<file path="config.mk">
export PLATFORM = sky130hd
export DESIGN_NAME = rpb_loader
export DESIGN_NICKNAME = d
export VERILOG_FILES = /design/src/hdl/rpb_loader.v
export VERILOG_INCLUDE_DIRS = /design/src /design/src/hdl
export SDC_FILE = /design/constraint.sdc
export NUM_CORES = 1
export LEC_CHECK = 0
export BUFFER_PORTS_ARGS = -buffer_cell sky130_fd_sc_hd__buf_2
export CAP_MARGIN = 10
export CELL_PAD_IN_SITES_DETAIL_PLACEMENT = 1
export CELL_PAD_IN_SITES_GLOBAL_PLACEMENT = 2
export CORE_ASPECT_RATIO = 0.75
export CORE_MARGIN = 8
export CORE_UTILIZATION = 41
export DETAILED_ROUTE_END_ITERATION = 10
export PLACE_DENSITY = 0.86
export SKIP_CTS_REPAIR_TIMING = 1
export SYNTH_ARGS = -nofsm -noshare
export SYNTH_HDL_FRONTEND = slang
export SYNTH_SLANG_ARGS = --single-unit
</file>
<file path="constraint.sdc">
create_clock -name mclk_i -period 4.96 [get_ports mclk_i]
set_input_delay 0.496 -clock mclk_i [delete_from_list [all_inputs] [get_ports mclk_i]]
set_output_delay 0.496 -clock mclk_i [all_outputs]
set_load 0.05 [all_outputs]
</file>
<file path="src/hdl/rpb_loader_regs.vh">
// Constants for the reset, PLL ratio and boot image loader.
// Assumes a 20 MHz clock and word-aligned APB byte addresses.
`ifndef RPB_LOADER_REGS_VH
`define RPB_LOADER_REGS_VH

// APB register byte offsets
`define RPB_OFF_PLL        8'h00
`define RPB_OFF_STATUS     8'h04
`define RPB_OFF_LENGTH     8'h08
`define RPB_OFF_CRC        8'h0c
`define RPB_OFF_SECURITY   8'h10
`define RPB_OFF_IMGCRC     8'h14

// PLL register field positions
`define RPB_PLL_OD_LSB     0
`define RPB_PLL_F_LSB      8
`define RPB_PLL_R_LSB      24

// PLL settings per ratio pattern {bit1,bit0}
`define RPB_OD_DEFAULT     3'h1
`define RPB_R_DEFAULT      6'h00
`define RPB_F_RATIO40      12'h09f
`define RPB_F_RATIO16      12'h03f
`define RPB_F_RATIO8       12'h01f
`define RPB_F_RATIO4       12'h00f

// Boot source selection
`define RPB_SEC_BOOT_BIT   5
`define RPB_SEC_RESET      32'h00000000
`define RPB_OTP_BASE       32'h00000000
`define RPB_RAM_BASE       32'h00000000

// Checksum
`define RPB_CRC_POLY       32'hedb88320
`define RPB_CRC_PRESET     32'hffffffff
`define RPB_CRC_SKIP       32'h0d15ab1e

// Internal reset sequence timing
`define RPB_CLK_MHZ        20
`define RPB_SEQ_MIN_US     15

`endif

</file>
<file path="src/hdl/rpb_loader.v">
// Reset sequencer, PLL ratio decode and boot image loader for one tile.
// Assumes a byte source (flash or OTP reader) and a RAM byte port on mclk_i.
`include "rpb_loader_regs.vh"
`timescale 1ns/1ps
`default_nettype none

module rpb_loader #(
  parameter integer SEQ_US  = `RPB_SEQ_MIN_US,  // Internal reset sequence length
  parameter integer CLK_MHZ = `RPB_CLK_MHZ      // Clock rate
) (
  input  wire        mclk_i,             // 20 MHz reference clock
  input  wire        nrst_i,             // Chip reset, active low
  input  wire        psel_i,             // APB select
  input  wire        penable_i,          // APB enable
  input  wire        pwrite_i,           // APB write
  input  wire [7:0]  paddr_i,            // APB byte address
  input  wire [31:0] pwdata_i,           // APB write data
  output reg  [31:0] prdata_o,           // APB read data
  output reg         pready_o,           // APB ready
  output reg         pslverr_o,          // APB error, unmapped address
  input  wire        ratio_select_bit0_i, // Ratio select pin 0
  input  wire        ratio_select_bit1_i, // Ratio select pin 1
  output reg         gpio_pulldown_o,    // Pull-down enable for all GPIO
  output reg  [2:0]  output_divider_o,   // PLL output divider
  output reg  [11:0] pll_feedback_o,     // PLL feedback value
  output reg  [5:0]  pll_refdiv_o,       // PLL reference divider
  output reg         sec_rd_o,           // Security word read request
  input  wire        sec_ack_i,          // Security word valid, one cycle
  input  wire [31:0] sec_word_i,         // Security word from OTP
  output reg         src_rd_o,           // Byte request to boot source
  output reg         src_otp_o,          // 1: OTP source, 0: flash
  output reg  [31:0] src_addr_o,         // Byte address in boot source
  input  wire        src_valid_i,        // Byte valid, one cycle
  input  wire [7:0]  src_data_i,         // Byte from boot source
  output reg         ram_we_o,           // RAM byte write strobe
  output reg  [31:0] ram_addr_o,         // RAM byte address
  output reg  [7:0]  ram_wdata_o,        // RAM byte data
  output reg         run_o,              // Start execution
  output reg  [31:0] run_addr_o,         // Start address
  output reg         boot_fail_o         // Checksum failure
);

  localparam integer SEQ_CYC = (SEQ_US * CLK_MHZ < 1) ? 1 : SEQ_US * CLK_MHZ;

  localparam [3:0] ST_SEQ  = 4'h0;
  localparam [3:0] ST_SEC  = 4'h1;
  localparam [3:0] ST_LEN  = 4'h2;
  localparam [3:0] ST_PROG = 4'h3;
  localparam [3:0] ST_CRC  = 4'h4;
  localparam [3:0] ST_CHK  = 4'h5;
  localparam [3:0] ST_RUN  = 4'h6;
  localparam [3:0] ST_FAIL = 4'h7;

  // One byte of the reflected CRC
  function [31:0] crc_byte;
    input [31:0] crc_in;
    input [7:0]  data;
    integer      i;
    reg   [31:0] c;
    begin
      c = crc_in ^ {24'h000000, data};
      for (i = 0; i < 8; i = i + 1) begin
        c = c[0] ? ((c >> 1) ^ `RPB_CRC_POLY) : (c >> 1);
      end
      crc_byte = c;
    end
  endfunction

  // Feedback value for a ratio pattern {bit1,bit0}
  function [11:0] ratio_f;
    input [1:0] sel;
    begin
      case (sel)
        2'b00:   ratio_f = `RPB_F_RATIO40;
        2'b11:   ratio_f = `RPB_F_RATIO16;
        2'b10:   ratio_f = `RPB_F_RATIO8;
        default: ratio_f = `RPB_F_RATIO4;
      endcase
    end
  endfunction

  reg  [2:0]  sync0;
  reg  [2:0]  sync1;
  reg  [1:0]  ratio_sel;
  reg  [3:0]  state;
  reg  [15:0] seq_cnt;
  reg  [31:0] sec_reg;
  reg  [31:0] shift;
  reg  [1:0]  byte_cnt;
  reg  [31:0] length;
  reg  [31:0] words_done;
  reg  [31:0] crc;
  reg  [31:0] img_crc;
  reg         pll_override;
  wire        apb_wr;
  wire        last_byte;
  wire [31:0] shifted;
  wire [31:0] crc_next;
  wire [31:0] status;

  assign apb_wr    = psel_i & penable_i & pready_o & pwrite_i;
  assign last_byte = src_valid_i & (byte_cnt == 2'h3);
  assign shifted   = {src_data_i, shift[31:8]};
  assign crc_next  = crc_byte(crc, src_data_i);
  assign status    = {16'h0000, 2'b00, ratio_sel, pll_override, src_otp_o,
                      boot_fail_o, run_o, 4'h0, state};

  // Ratio pins: three flops, value taken once stages two and three agree
  always @(posedge mclk_i or negedge nrst_i) begin
    if (!nrst_i) begin
      sync0     <= 3'h0;
      sync1     <= 3'h0;
      ratio_sel <= 2'b00;
    end else begin
      sync0 <= {sync0[1:0], ratio_select_bit0_i};
      sync1 <= {sync1[1:0], ratio_select_bit1_i};
      if (sync0[2] == sync0[1]) begin
        ratio_sel[0] <= sync0[2];
      end
      if (sync1[2] == sync1[1]) begin
        ratio_sel[1] <= sync1[2];
      end
    end
  end

  // APB slave: one wait state, read data captured on the same edge that raises pready
  always @(posedge mclk_i or negedge nrst_i) begin
    if (!nrst_i) begin
      pready_o  <= 1'b0;
      prdata_o  <= 32'h00000000;
      pslverr_o <= 1'b0;
    end else if (psel_i & penable_i & ~pready_o) begin
      pready_o  <= 1'b1;
      pslverr_o <= 1'b0;
      case (paddr_i)
        `RPB_OFF_PLL:      prdata_o <= {2'b00, pll_refdiv_o, 4'h0, pll_feedback_o,
                                        5'h00, output_divider_o};
        `RPB_OFF_STATUS:   prdata_o <= status;
        `RPB_OFF_LENGTH:   prdata_o <= length;
        `RPB_OFF_CRC:      prdata_o <= ~crc;
        `RPB_OFF_SECURITY: prdata_o <= sec_reg;
        `RPB_OFF_IMGCRC:   prdata_o <= img_crc;
        default: begin
          prdata_o  <= 32'h00000000;
          pslverr_o <= 1'b1;
        end
      endcase
    end else begin
      pready_o  <= 1'b0;
      pslverr_o <= 1'b0;
    end
  end

  // PLL settings: pin decode every cycle of the reset sequence, last value held, software override
  always @(posedge mclk_i or negedge nrst_i) begin
    if (!nrst_i) begin
      output_divider_o <= `RPB_OD_DEFAULT;
      pll_feedback_o   <= `RPB_F_RATIO40;
      pll_refdiv_o     <= `RPB_R_DEFAULT;
      pll_override     <= 1'b0;
    end else if (apb_wr && paddr_i == `RPB_OFF_PLL) begin
      output_divider_o <= pwdata_i[`RPB_PLL_OD_LSB +: 3];
      pll_feedback_o   <= pwdata_i[`RPB_PLL_F_LSB +: 12];
      pll_refdiv_o     <= pwdata_i[`RPB_PLL_R_LSB +: 6];
      pll_override     <= 1'b1;
    end else if (state == ST_SEQ && !pll_override) begin
      // Tile clock formula set by these three fields
      output_divider_o <= `RPB_OD_DEFAULT;
      pll_feedback_o   <= ratio_f(ratio_sel);
      pll_refdiv_o     <= `RPB_R_DEFAULT;
    end
  end

  // Boot sequencer and image parser
  always @(posedge mclk_i or negedge nrst_i) begin
    if (!nrst_i) begin
      state           <= ST_SEQ;
      seq_cnt         <= 16'h0000;
      gpio_pulldown_o <= 1'b1;
      sec_rd_o        <= 1'b0;
      sec_reg         <= `RPB_SEC_RESET;
      src_rd_o        <= 1'b0;
      src_otp_o       <= 1'b0;
      src_addr_o      <= 32'h00000000;
      shift           <= 32'h00000000;
      byte_cnt        <= 2'h0;
      length          <= 32'h00000000;
      words_done      <= 32'h00000000;
      crc             <= `RPB_CRC_PRESET;
      img_crc         <= 32'h00000000;
      ram_we_o        <= 1'b0;
      ram_addr_o      <= `RPB_RAM_BASE;
      ram_wdata_o     <= 8'h00;
      run_o           <= 1'b0;
      run_addr_o      <= `RPB_RAM_BASE;
      boot_fail_o     <= 1'b0;
    end else begin
      ram_we_o <= 1'b0;
      case (state)
        ST_SEQ: begin
          if (seq_cnt == SEQ_CYC[15:0] - 16'h0001) begin
            gpio_pulldown_o <= 1'b0;
            sec_rd_o        <= 1'b1;
            state           <= ST_SEC;
          end else begin
            seq_cnt <= seq_cnt + 16'h0001;
          end
        end
        ST_SEC: begin
          // Security word loaded on the same edge as the source choice
          if (sec_ack_i) begin
            sec_rd_o  <= 1'b0;
            sec_reg   <= sec_word_i;
            src_otp_o <= sec_word_i[`RPB_SEC_BOOT_BIT];
            src_addr_o <= `RPB_OTP_BASE;
            src_rd_o   <= 1'b1;
            state      <= ST_LEN;
          end
        end
        ST_LEN: begin
          if (src_valid_i) begin
            shift      <= shifted;
            byte_cnt   <= byte_cnt + 2'h1;
            src_addr_o <= src_addr_o + 32'h00000001;
            crc        <= crc_next;
            if (last_byte) begin
              length <= shifted;
              state  <= (shifted == 32'h00000000) ? ST_CRC : ST_PROG;
            end
          end
        end
        ST_PROG: begin
          if (src_valid_i) begin
            byte_cnt    <= byte_cnt + 2'h1;
            src_addr_o  <= src_addr_o + 32'h00000001;
            crc         <= crc_next;
            // Bytes stored upward from RAM base
            ram_we_o    <= 1'b1;
            ram_wdata_o <= src_data_i;
            ram_addr_o  <= `RPB_RAM_BASE + {words_done[29:0], byte_cnt};
            if (last_byte) begin
              words_done <= words_done + 32'h00000001;
              if (words_done + 32'h00000001 == length) begin
                state <= ST_CRC;
              end
            end
          end
        end
        ST_CRC: begin
          if (src_valid_i) begin
            shift      <= shifted;
            byte_cnt   <= byte_cnt + 2'h1;
            src_addr_o <= src_addr_o + 32'h00000001;
            if (last_byte) begin
              src_rd_o <= 1'b0;
              img_crc  <= shifted;
              state    <= ST_CHK;
            end
          end
        end
        ST_CHK: begin
          if (img_crc == `RPB_CRC_SKIP || img_crc == ~crc) begin
            run_o      <= 1'b1;
            run_addr_o <= `RPB_RAM_BASE;
            state      <= ST_RUN;
          end else begin
            boot_fail_o <= 1'b1;
            state       <= ST_FAIL;
          end
        end
        ST_RUN: begin
          run_o <= 1'b1;
        end
        ST_FAIL: begin
          boot_fail_o <= 1'b1;
        end
        default: begin
          state <= ST_FAIL;
        end
      endcase
    end
  end

endmodule

`default_nettype wire

</file>
==> results.sh, run 1 <==
export IMPL_status="finished, violations left"
export IMPL_violations="hold timing"
export IMPL_clkLatencyLatePin_ps=540
export IMPL_syn_area_mm2=0.0172
export IMPL_cp_slowest_stage_delay_ps=550
export IMPL_min_period_ps=3430
export IMPL_hpwlAfterDp_um=40400
export IMPL_grt_max_degree=112
export IMPL_drc=0
export IMPL_peakVddDrop_uv=259
export IMPL_drt_initial_drc_count=806
export IMPL_worstMarginPinSlew_ps=1220
export IMPL_clk_pin_slew_worst_paths_ps=70
export IMPL_ys_async_sr_fraction_pct=100
export IMPL_p_per_area_mw_per_mm2=445
export IMPL_p_leak_nw=9.50
export IMPL_yosysWarnings=0
export IMPL_fp_dieW_um=252
export IMPL_worst_r2r_cell_count=8
export IMPL_fin_tns_setup_ps=0
export IMPL_yosysTopAreaCell="dfrtp_1"
export IMPL_final_core_util_pct=48.0
export IMPL_fmax_ghz=0.292
export IMPL_start_util_pct=41.2
export IMPL_critPathLaunchType="flop"
export IMPL_fin_crit_sh_pct=69.2
export IMPL_die_h_um=193
export IMPL_endpoint_kind="flop"
export IMPL_num_io_pins=255
export IMPL_critPathBufInv=0
export IMPL_syn_mean_instance_area_um2=11.1
export IMPL_relSlewSlack_pct=17.9
export IMPL_met3_length_um=3110
export IMPL_first_pass_iters=6
export IMPL_whs_ps=-48.0
export IMPL_area_delta_synth_final_pct=16.4
export IMPL_core_area_mm2=0.0416
export IMPL_die_area_mm2=0.0487
export IMPL_grt_overflow=0
export IMPL_drt_met1_wl_um=25400
export IMPL_wl_met2_um=25200
export IMPL_fillers=4565
export IMPL_ys_flop_type="dfrtp_1"
export IMPL_finalHoldViolCount=11
export IMPL_netlist_instances=1542
export IMPL_vias=12800
export IMPL_cts_tree="done"
export IMPL_critical_path_top_delay_family="simple AND/OR/NAND/NOR gates"
export IMPL_synth_area_top_cells="dfrtp_1, mux2_2, dfstp_2"
export IMPL_drt_wl_total_um=54900
export IMPL_cp_required_ps=5440
export IMPL_netlist_area_leader_share_pct=44.8
export IMPL_post_route_cell_area_mm2=0.0200
export IMPL_finalSetupViolations=0
export IMPL_place_area_mm2=0.0186
export IMPL_nets=1816
export IMPL_synth_cell_types=72
export IMPL_rsz0062_at_grt="no"
export IMPL_ys_ff_latch=347
export IMPL_cp_slowest_cell="or4_4"
export IMPL_wl_per_cell_um=23.7
export IMPL_drv_cap=0
export IMPL_top_layer="met4"
export IMPL_cts_max_path_buffers=3
export IMPL_pre_cts_ws_ps=1450
export IMPL_hold_path_class="input pin to async pin"
export IMPL_htree_levels=2
export IMPL_crit_cells=8
export IMPL_gp_congestion=0.908
export IMPL_yosysSeqAreaShare_pct=50.9
export IMPL_port_buffers=211
export IMPL_synth_edf_count=0
export IMPL_slew_violations=0
export IMPL_routed_via_density=5.53
export IMPL_finalNonFillerCells=2319
export IMPL_crit_type="flop to flop"
export IMPL_numCtsBuffers=37
export IMPL_setup_ws_ps=1530
export IMPL_grt_pass1_wl_um=85000
export IMPL_diodes=0
export IMPL_grt_pass1_vias=13700
export IMPL_rows=65
export IMPL_arrival_ps=3910
export IMPL_layout_drive_gt1_share_pct=29.0
export IMPL_clock_sinks=347
export IMPL_crit_chain="ha_1 -> nand4_2 -> or3_4 -> or2_4 -> o31a_1 -> or4_4 -> nor4_4 -> a221o_1"
export IMPL_crit_fanout=14
export IMPL_ant_nets=0
export IMPL_place_inst=2252
export IMPL_clockRootBuffer="clkbuf_16"
export IMPL_finClkSkew_ps=11.7
export IMPL_antenna_found_initial=0
export IMPL_track_usage_pct=22.5
-- cells in the mapped netlist (6+ instances only) --
cell,n
inv_1,16
and2_1,7
nand3b_1,6
nor3_1,21
mux2i_1,43
nand2_1,141
xor2_1,102
dfstp_2,40
nor4_1,23
nor2b_1,6
o2111ai_1,8
buf_4,33
xnor2_1,116
o211ai_1,17
mux2_2,157
a21oi_1,31
nand4_1,42
and3_1,17
nor2_1,80
nand3_1,30
o221ai_1,11
or3_1,10
dfrtp_1,307
buf_2,15
clkbuf_1,69
a22o_1,36
o21ai_0,60
-- worst paths after layout --
check                                    start         end  slack (ps)
max                              words_done[0]    state[2]        1530
min                                     nrst_i  seq_cnt[5]         -50
max reg2reg                      words_done[0]    state[2]        1530
min reg2reg                           sync0[0]    sync0[1]         360
max in group asynchronous               nrst_i   shift[26]        3720
min in group mclk_i        ratio_select_bit0_i    sync0[0]          70
-- layer usage --
metal	track usage, %	up-vias
li1	-	5764
met1	31.1	6697
met2	35.8	298
met3	4.85	76
met4	5.60	0
met5	0	-
-- through the flow --
stage | power [W] | hold slack [ps]
6_report | 0.00890 | -48.0
5_1_grt | 0.00929 | 51.7
4_1_cts | 0.00894 | 39.4
3_5_place_dp | 0.00588 | 357
3_3_place_gp | 0.00582 | 338
2_1_floorplan | 0.00514 | 200
-- power breakdown --
part	internal [W]	switching (W)	total (W)
registers	0.00318	0.000416	0.00359
logic	0.000905	0.00140	0.00231
clock network	0.00179	0.00120	0.00299
total	0.00588	0.00302	0.00890
-- cell families (layout without fill, tap and decap cells) --
| logic type | Yosys count | count (layout) | synth area share [%] |
|---|---|---|---|
| AO/OA/AOI/OAI | 213 | 213 | 8.52 |
| AND/OR/NAND/NOR | 416 | 416 | 12.3 |
| multiplexers | 200 | 200 | 12.8 |
| other | 1 | 32 | 0.0219 |
| adder cells (fa/ha/maj) | 6 | 6 | 0.408 |
| buffers and inverters | 141 | 318 | 3.92 |
| flip-flops | 347 | 347 | 50.9 |
| XOR/XNOR | 218 | 218 | 11.1 |
-- final cells by class --
type	count	area (um2)	area share, %
Sequential cell	347	8730	43.7
Multi-Input combinational cell	1085	7880	39.5
Timing Repair Buffer	233	1260	6.33
Clock buffer	51	1120	5.61
Tap cell	569	712	3.56
Clock inverter	15	190	0.952
Inverter	19	71.3	0.357
-- placed cells by master, fill, tap and decap left out, types with 11 or more instances in the layout --
master	count
a22o_1	36
nand3_1	30
buf_4	19
o211ai_1	17
dfstp_2	40
conb_1	32
a21oi_1	31
buf_2	210
o221ai_1	11
nor4_1	23
xnor2_1	116
and3_1	17
dfrtp_1	307
nor2_1	80
o21ai_0	60
nand2_1	141
nand4_1	42
clkbuf_16	39
mux2i_1	43
xor2_1	102
mux2_2	157
inv_1	15
nor3_1	18
Note: power is estimated with default switching activity, not from simulation.
==> inputs of run 2 (changes only) <==
--- a/config.mk
+++ b/config.mk
@@ -6,15 +6,16 @@
 export SDC_FILE = /design/constraint.sdc
 export NUM_CORES = 1
 export LEC_CHECK = 0
+export ABC_AREA = 1
 export BUFFER_PORTS_ARGS = -buffer_cell sky130_fd_sc_hd__buf_2
 export CAP_MARGIN = 10
 export CELL_PAD_IN_SITES_DETAIL_PLACEMENT = 1
 export CELL_PAD_IN_SITES_GLOBAL_PLACEMENT = 2
 export CORE_ASPECT_RATIO = 0.75
 export CORE_MARGIN = 8
-export CORE_UTILIZATION = 41
+export CORE_UTILIZATION = 31
 export DETAILED_ROUTE_END_ITERATION = 10
-export PLACE_DENSITY = 0.86
+export PLACE_DENSITY = 0.77
 export SKIP_CTS_REPAIR_TIMING = 1
 export SYNTH_ARGS = -nofsm -noshare
 export SYNTH_HDL_FRONTEND = slang
==> constraint.sdc (replaced) <==
create_clock -name mclk_i -period 3.03 [get_ports mclk_i]
set_input_delay 0.303 -clock mclk_i [delete_from_list [all_inputs] [get_ports mclk_i]]
set_output_delay 0.303 -clock mclk_i [all_outputs]
set_load 0.05 [all_outputs]
==> run 2 against run 1 <==
Compared with the run above:
- the run still ends with hold timing left
- hold slack better by 19 ps
- power is 44% higher
- die area grew 34%
- clock power up 67%
- routed wire length is 28% higher
- non-clock buffer count is 63 higher
- cell count increased by 42%
- critical path depth up 8
- critical endpoint is now state[1]
- largest power group unchanged
==> results.sh, run 2 <==
export IMPL_clock_sinks=347
export IMPL_seqPwrFrac_pct=44.3
export IMPL_routed_via_density=4.99
export IMPL_swShare_pct=32.0
export IMPL_internal_power_w=0.00871
export IMPL_ys_async_sr_fraction_pct=100
export IMPL_hpwlAfterDp_um=53800
export IMPL_p_per_area_mw_per_mm2=593
export IMPL_status="finished, violations left"
export IMPL_hold_path_class="input pin to flop"
export IMPL_multi_input_area_mm2=0.00778
export IMPL_synth_area_top_cells="dfrtp_1, nand2_1, o21ai_0"
export IMPL_synth_most_common_cell="nand2_1"
export IMPL_min_to="sec_reg[6]"
export IMPL_rows=76
export IMPL_fin_crit_sh_pct=93.6
export IMPL_endpoint_kind="flop"
export IMPL_yosysSeqAreaShare_pct=49.0
export IMPL_fp_dieW_um=293
export IMPL_relSlewSlack_pct=39.8
export IMPL_area_delta_synth_final_pct=21.2
export IMPL_rsz0062_at_grt="no"
export IMPL_grt_pass1_vias=17100
export IMPL_netlist_instances=2213
export IMPL_track_usage_pct=20.8
export IMPL_crit_fanout=5
export IMPL_grt_use_met2_pct=31.9
export IMPL_yosysWarnings=0
export IMPL_die_area_mm2=0.0655
export IMPL_layout_drive_gt1_share_pct=16.1
export IMPL_grt_pass1_wl_um=106000
export IMPL_netlist_area_leader_share_pct=43.1
export IMPL_num_io_pins=255
export IMPL_layout_common_cells="nand2_1, dfrtp_1, o21ai_0"
export IMPL_clockRootBuffer="clkbuf_16"
export IMPL_antenna_found_initial=4
export IMPL_pwr_share_comb_pct=16.8
export IMPL_port_buffers=211
export IMPL_p_leak_nw=10.3
export IMPL_violations="hold timing"
export IMPL_whs_ps=-29.0
export IMPL_switchingPower_w=0.00410
export IMPL_nets=2571
export IMPL_seqCellArea_mm2=0.00873
export IMPL_peakVddDrop_uv=338
export IMPL_drc=0
export IMPL_critPathLaunchType="flop"
export IMPL_cp_startpoint="words_done[0]"
export IMPL_syn_area_mm2=0.0178
export IMPL_start_util_pct=31.2
export IMPL_cts_tree="done"
export IMPL_slew_violations=0
export IMPL_fin_tns_setup_ps=0
export IMPL_worstHoldStart="sec_word_i[6]"
export IMPL_finalSetupViolations=0
export IMPL_wl_per_cell_um=21.3
export IMPL_worst_r2r_cell_count=16
export IMPL_finClkSkew_ps=21.5
export IMPL_first_pass_iters=7
export IMPL_cp_required_ps=3490
export IMPL_synth_cell_types=58
export IMPL_final_core_util_pct=37.8
export IMPL_drv_cap=0
export IMPL_fmax_ghz=0.352
export IMPL_vias=16400
export IMPL_rrSetupSlack_ps=190
export IMPL_min_period_ps=2840
export IMPL_rr_endpoint="state[1]"
export IMPL_yosysTopAreaCell="dfrtp_1"
export IMPL_drt_initial_drc_count=1173
export IMPL_arrival_ps=3290
export IMPL_cts_max_path_buffers=3
export IMPL_p_total_w=0.0128
export IMPL_grt_overflow=0
export IMPL_drt_wl_total_um=70200
export IMPL_numCtsBuffers=41
export IMPL_met3_usage_pct=5.29
export IMPL_ant_nets=0
export IMPL_worstMarginPinSlew_ps=897
export IMPL_grt_max_degree=84
export IMPL_ys_ff_latch=347
export IMPL_die_h_um=224
export IMPL_synth_edf_count=0
export IMPL_htree_levels=2
export IMPL_final_common_cell="nand2_1"
export IMPL_fillers=6917
export IMPL_regToRegStartpoint="words_done[0]"
export IMPL_crit_type="flop to flop"
export IMPL_clk_pin_slew_worst_paths_ps=60
export IMPL_core_area_mm2=0.0571
export IMPL_gp_congestion=0.925
export IMPL_busiest_layer="met2"
export IMPL_clkLatencyLatePin_ps=570
export IMPL_clock_power_share_pct=38.9
export IMPL_hold_depth=3
export IMPL_ys_flop_type="dfrtp_1"
export IMPL_grtUsageMet1_pct=29.0
export IMPL_syn_mean_instance_area_um2=8.05
export IMPL_finalHoldViolCount=4
export IMPL_synthTopCellsByCount="nand2_1, dfrtp_1, o21ai_0, inv_1, nor2_1"
run 2: metal layers:
layer	share of wire, %	routed length (um)
met1	46	32400
met2	44	31100
met3	6.8	4750
met4	2.7	1920
met5	0	0
run 2: how the worst max path moves through the flow:
| stage | slack (ps) | endpoint | cells after the start |
|---|---|---|---|
| floorplan | 940 | src_addr_o[28] | 11 |
| global placement | 360 | state[1] | 16 |
| detailed placement | 240 | state[1] | 16 |
| CTS | 250 | state[1] | 16 |
| global route | 20 | state[1] | 16 |
| finish | 190 | state[1] | 16 |
run 2: worst max-delay path, stage by stage, from the launching register on:
cell and delay (ps):
dfrtp_1 430, ha_1 240, nand2_1 100, nor2_2 260
nand3_1 360, o21ai_1 310, nand2_1 100, nand2_1 70
nand2_1 50, nor2_1 100, nand2_1 60, nor2_1 130
nand3_1 130, nand2_1 170, nand2_1 100, nand2_1 70
nand2_1 60
run 2: power by group through the flow:
stage	Clock, W	Combinational (W)	Sequential, W
final	0.00498	0.00215	0.00567
after global routing	0.00529	0.00239	0.00573
after CTS	0.00512	0.00210	0.00565
after detailed placement	0	0.00209	0.00573
after global placement	0	0.00203	0.00572
after floorplan	0	0.00124	0.00574
run 2: layout make-up:
type,instances,share of cell area [%]
Sequential cell,347,40.4
Clock buffer,67,5.71
Inverter,239,4.15
Timing Repair Buffer,296,8.74
Multi-Input combinational cell,1553,36.0
Antenna cell,1,0.0116
Clock inverter,6,0.406
Tap cell,780,4.52
run 2: stage by stage:
stage | setup slack [ps] | hold slack (ps) | instance area, um2 | std cells
2_1_floorplan | 941 | 7.41 | 17900 | 2244
3_3_place_gp | 359 | 337 | 19800 | 3167
3_5_place_dp | 238 | 345 | 19800 | 3167
4_1_cts | 246 | -228 | 21100 | 3240
5_1_grt | 17.8 | -18.0 | 21600 | 3289
6_report | 193 | -29.0 | 21600 | 3289
run 2: kinds of logic after synthesis:
kind of cell	count (synthesis)	share of synthesized area, %
xor+xnor	111	5.65
simple gates	1002	24.4
buf+inv	344	8.01
mux	4	0.253
flops	347	49.0
other cells	1	0.0211
fa+ha+maj	6	0.393
compound gates	398	12.3
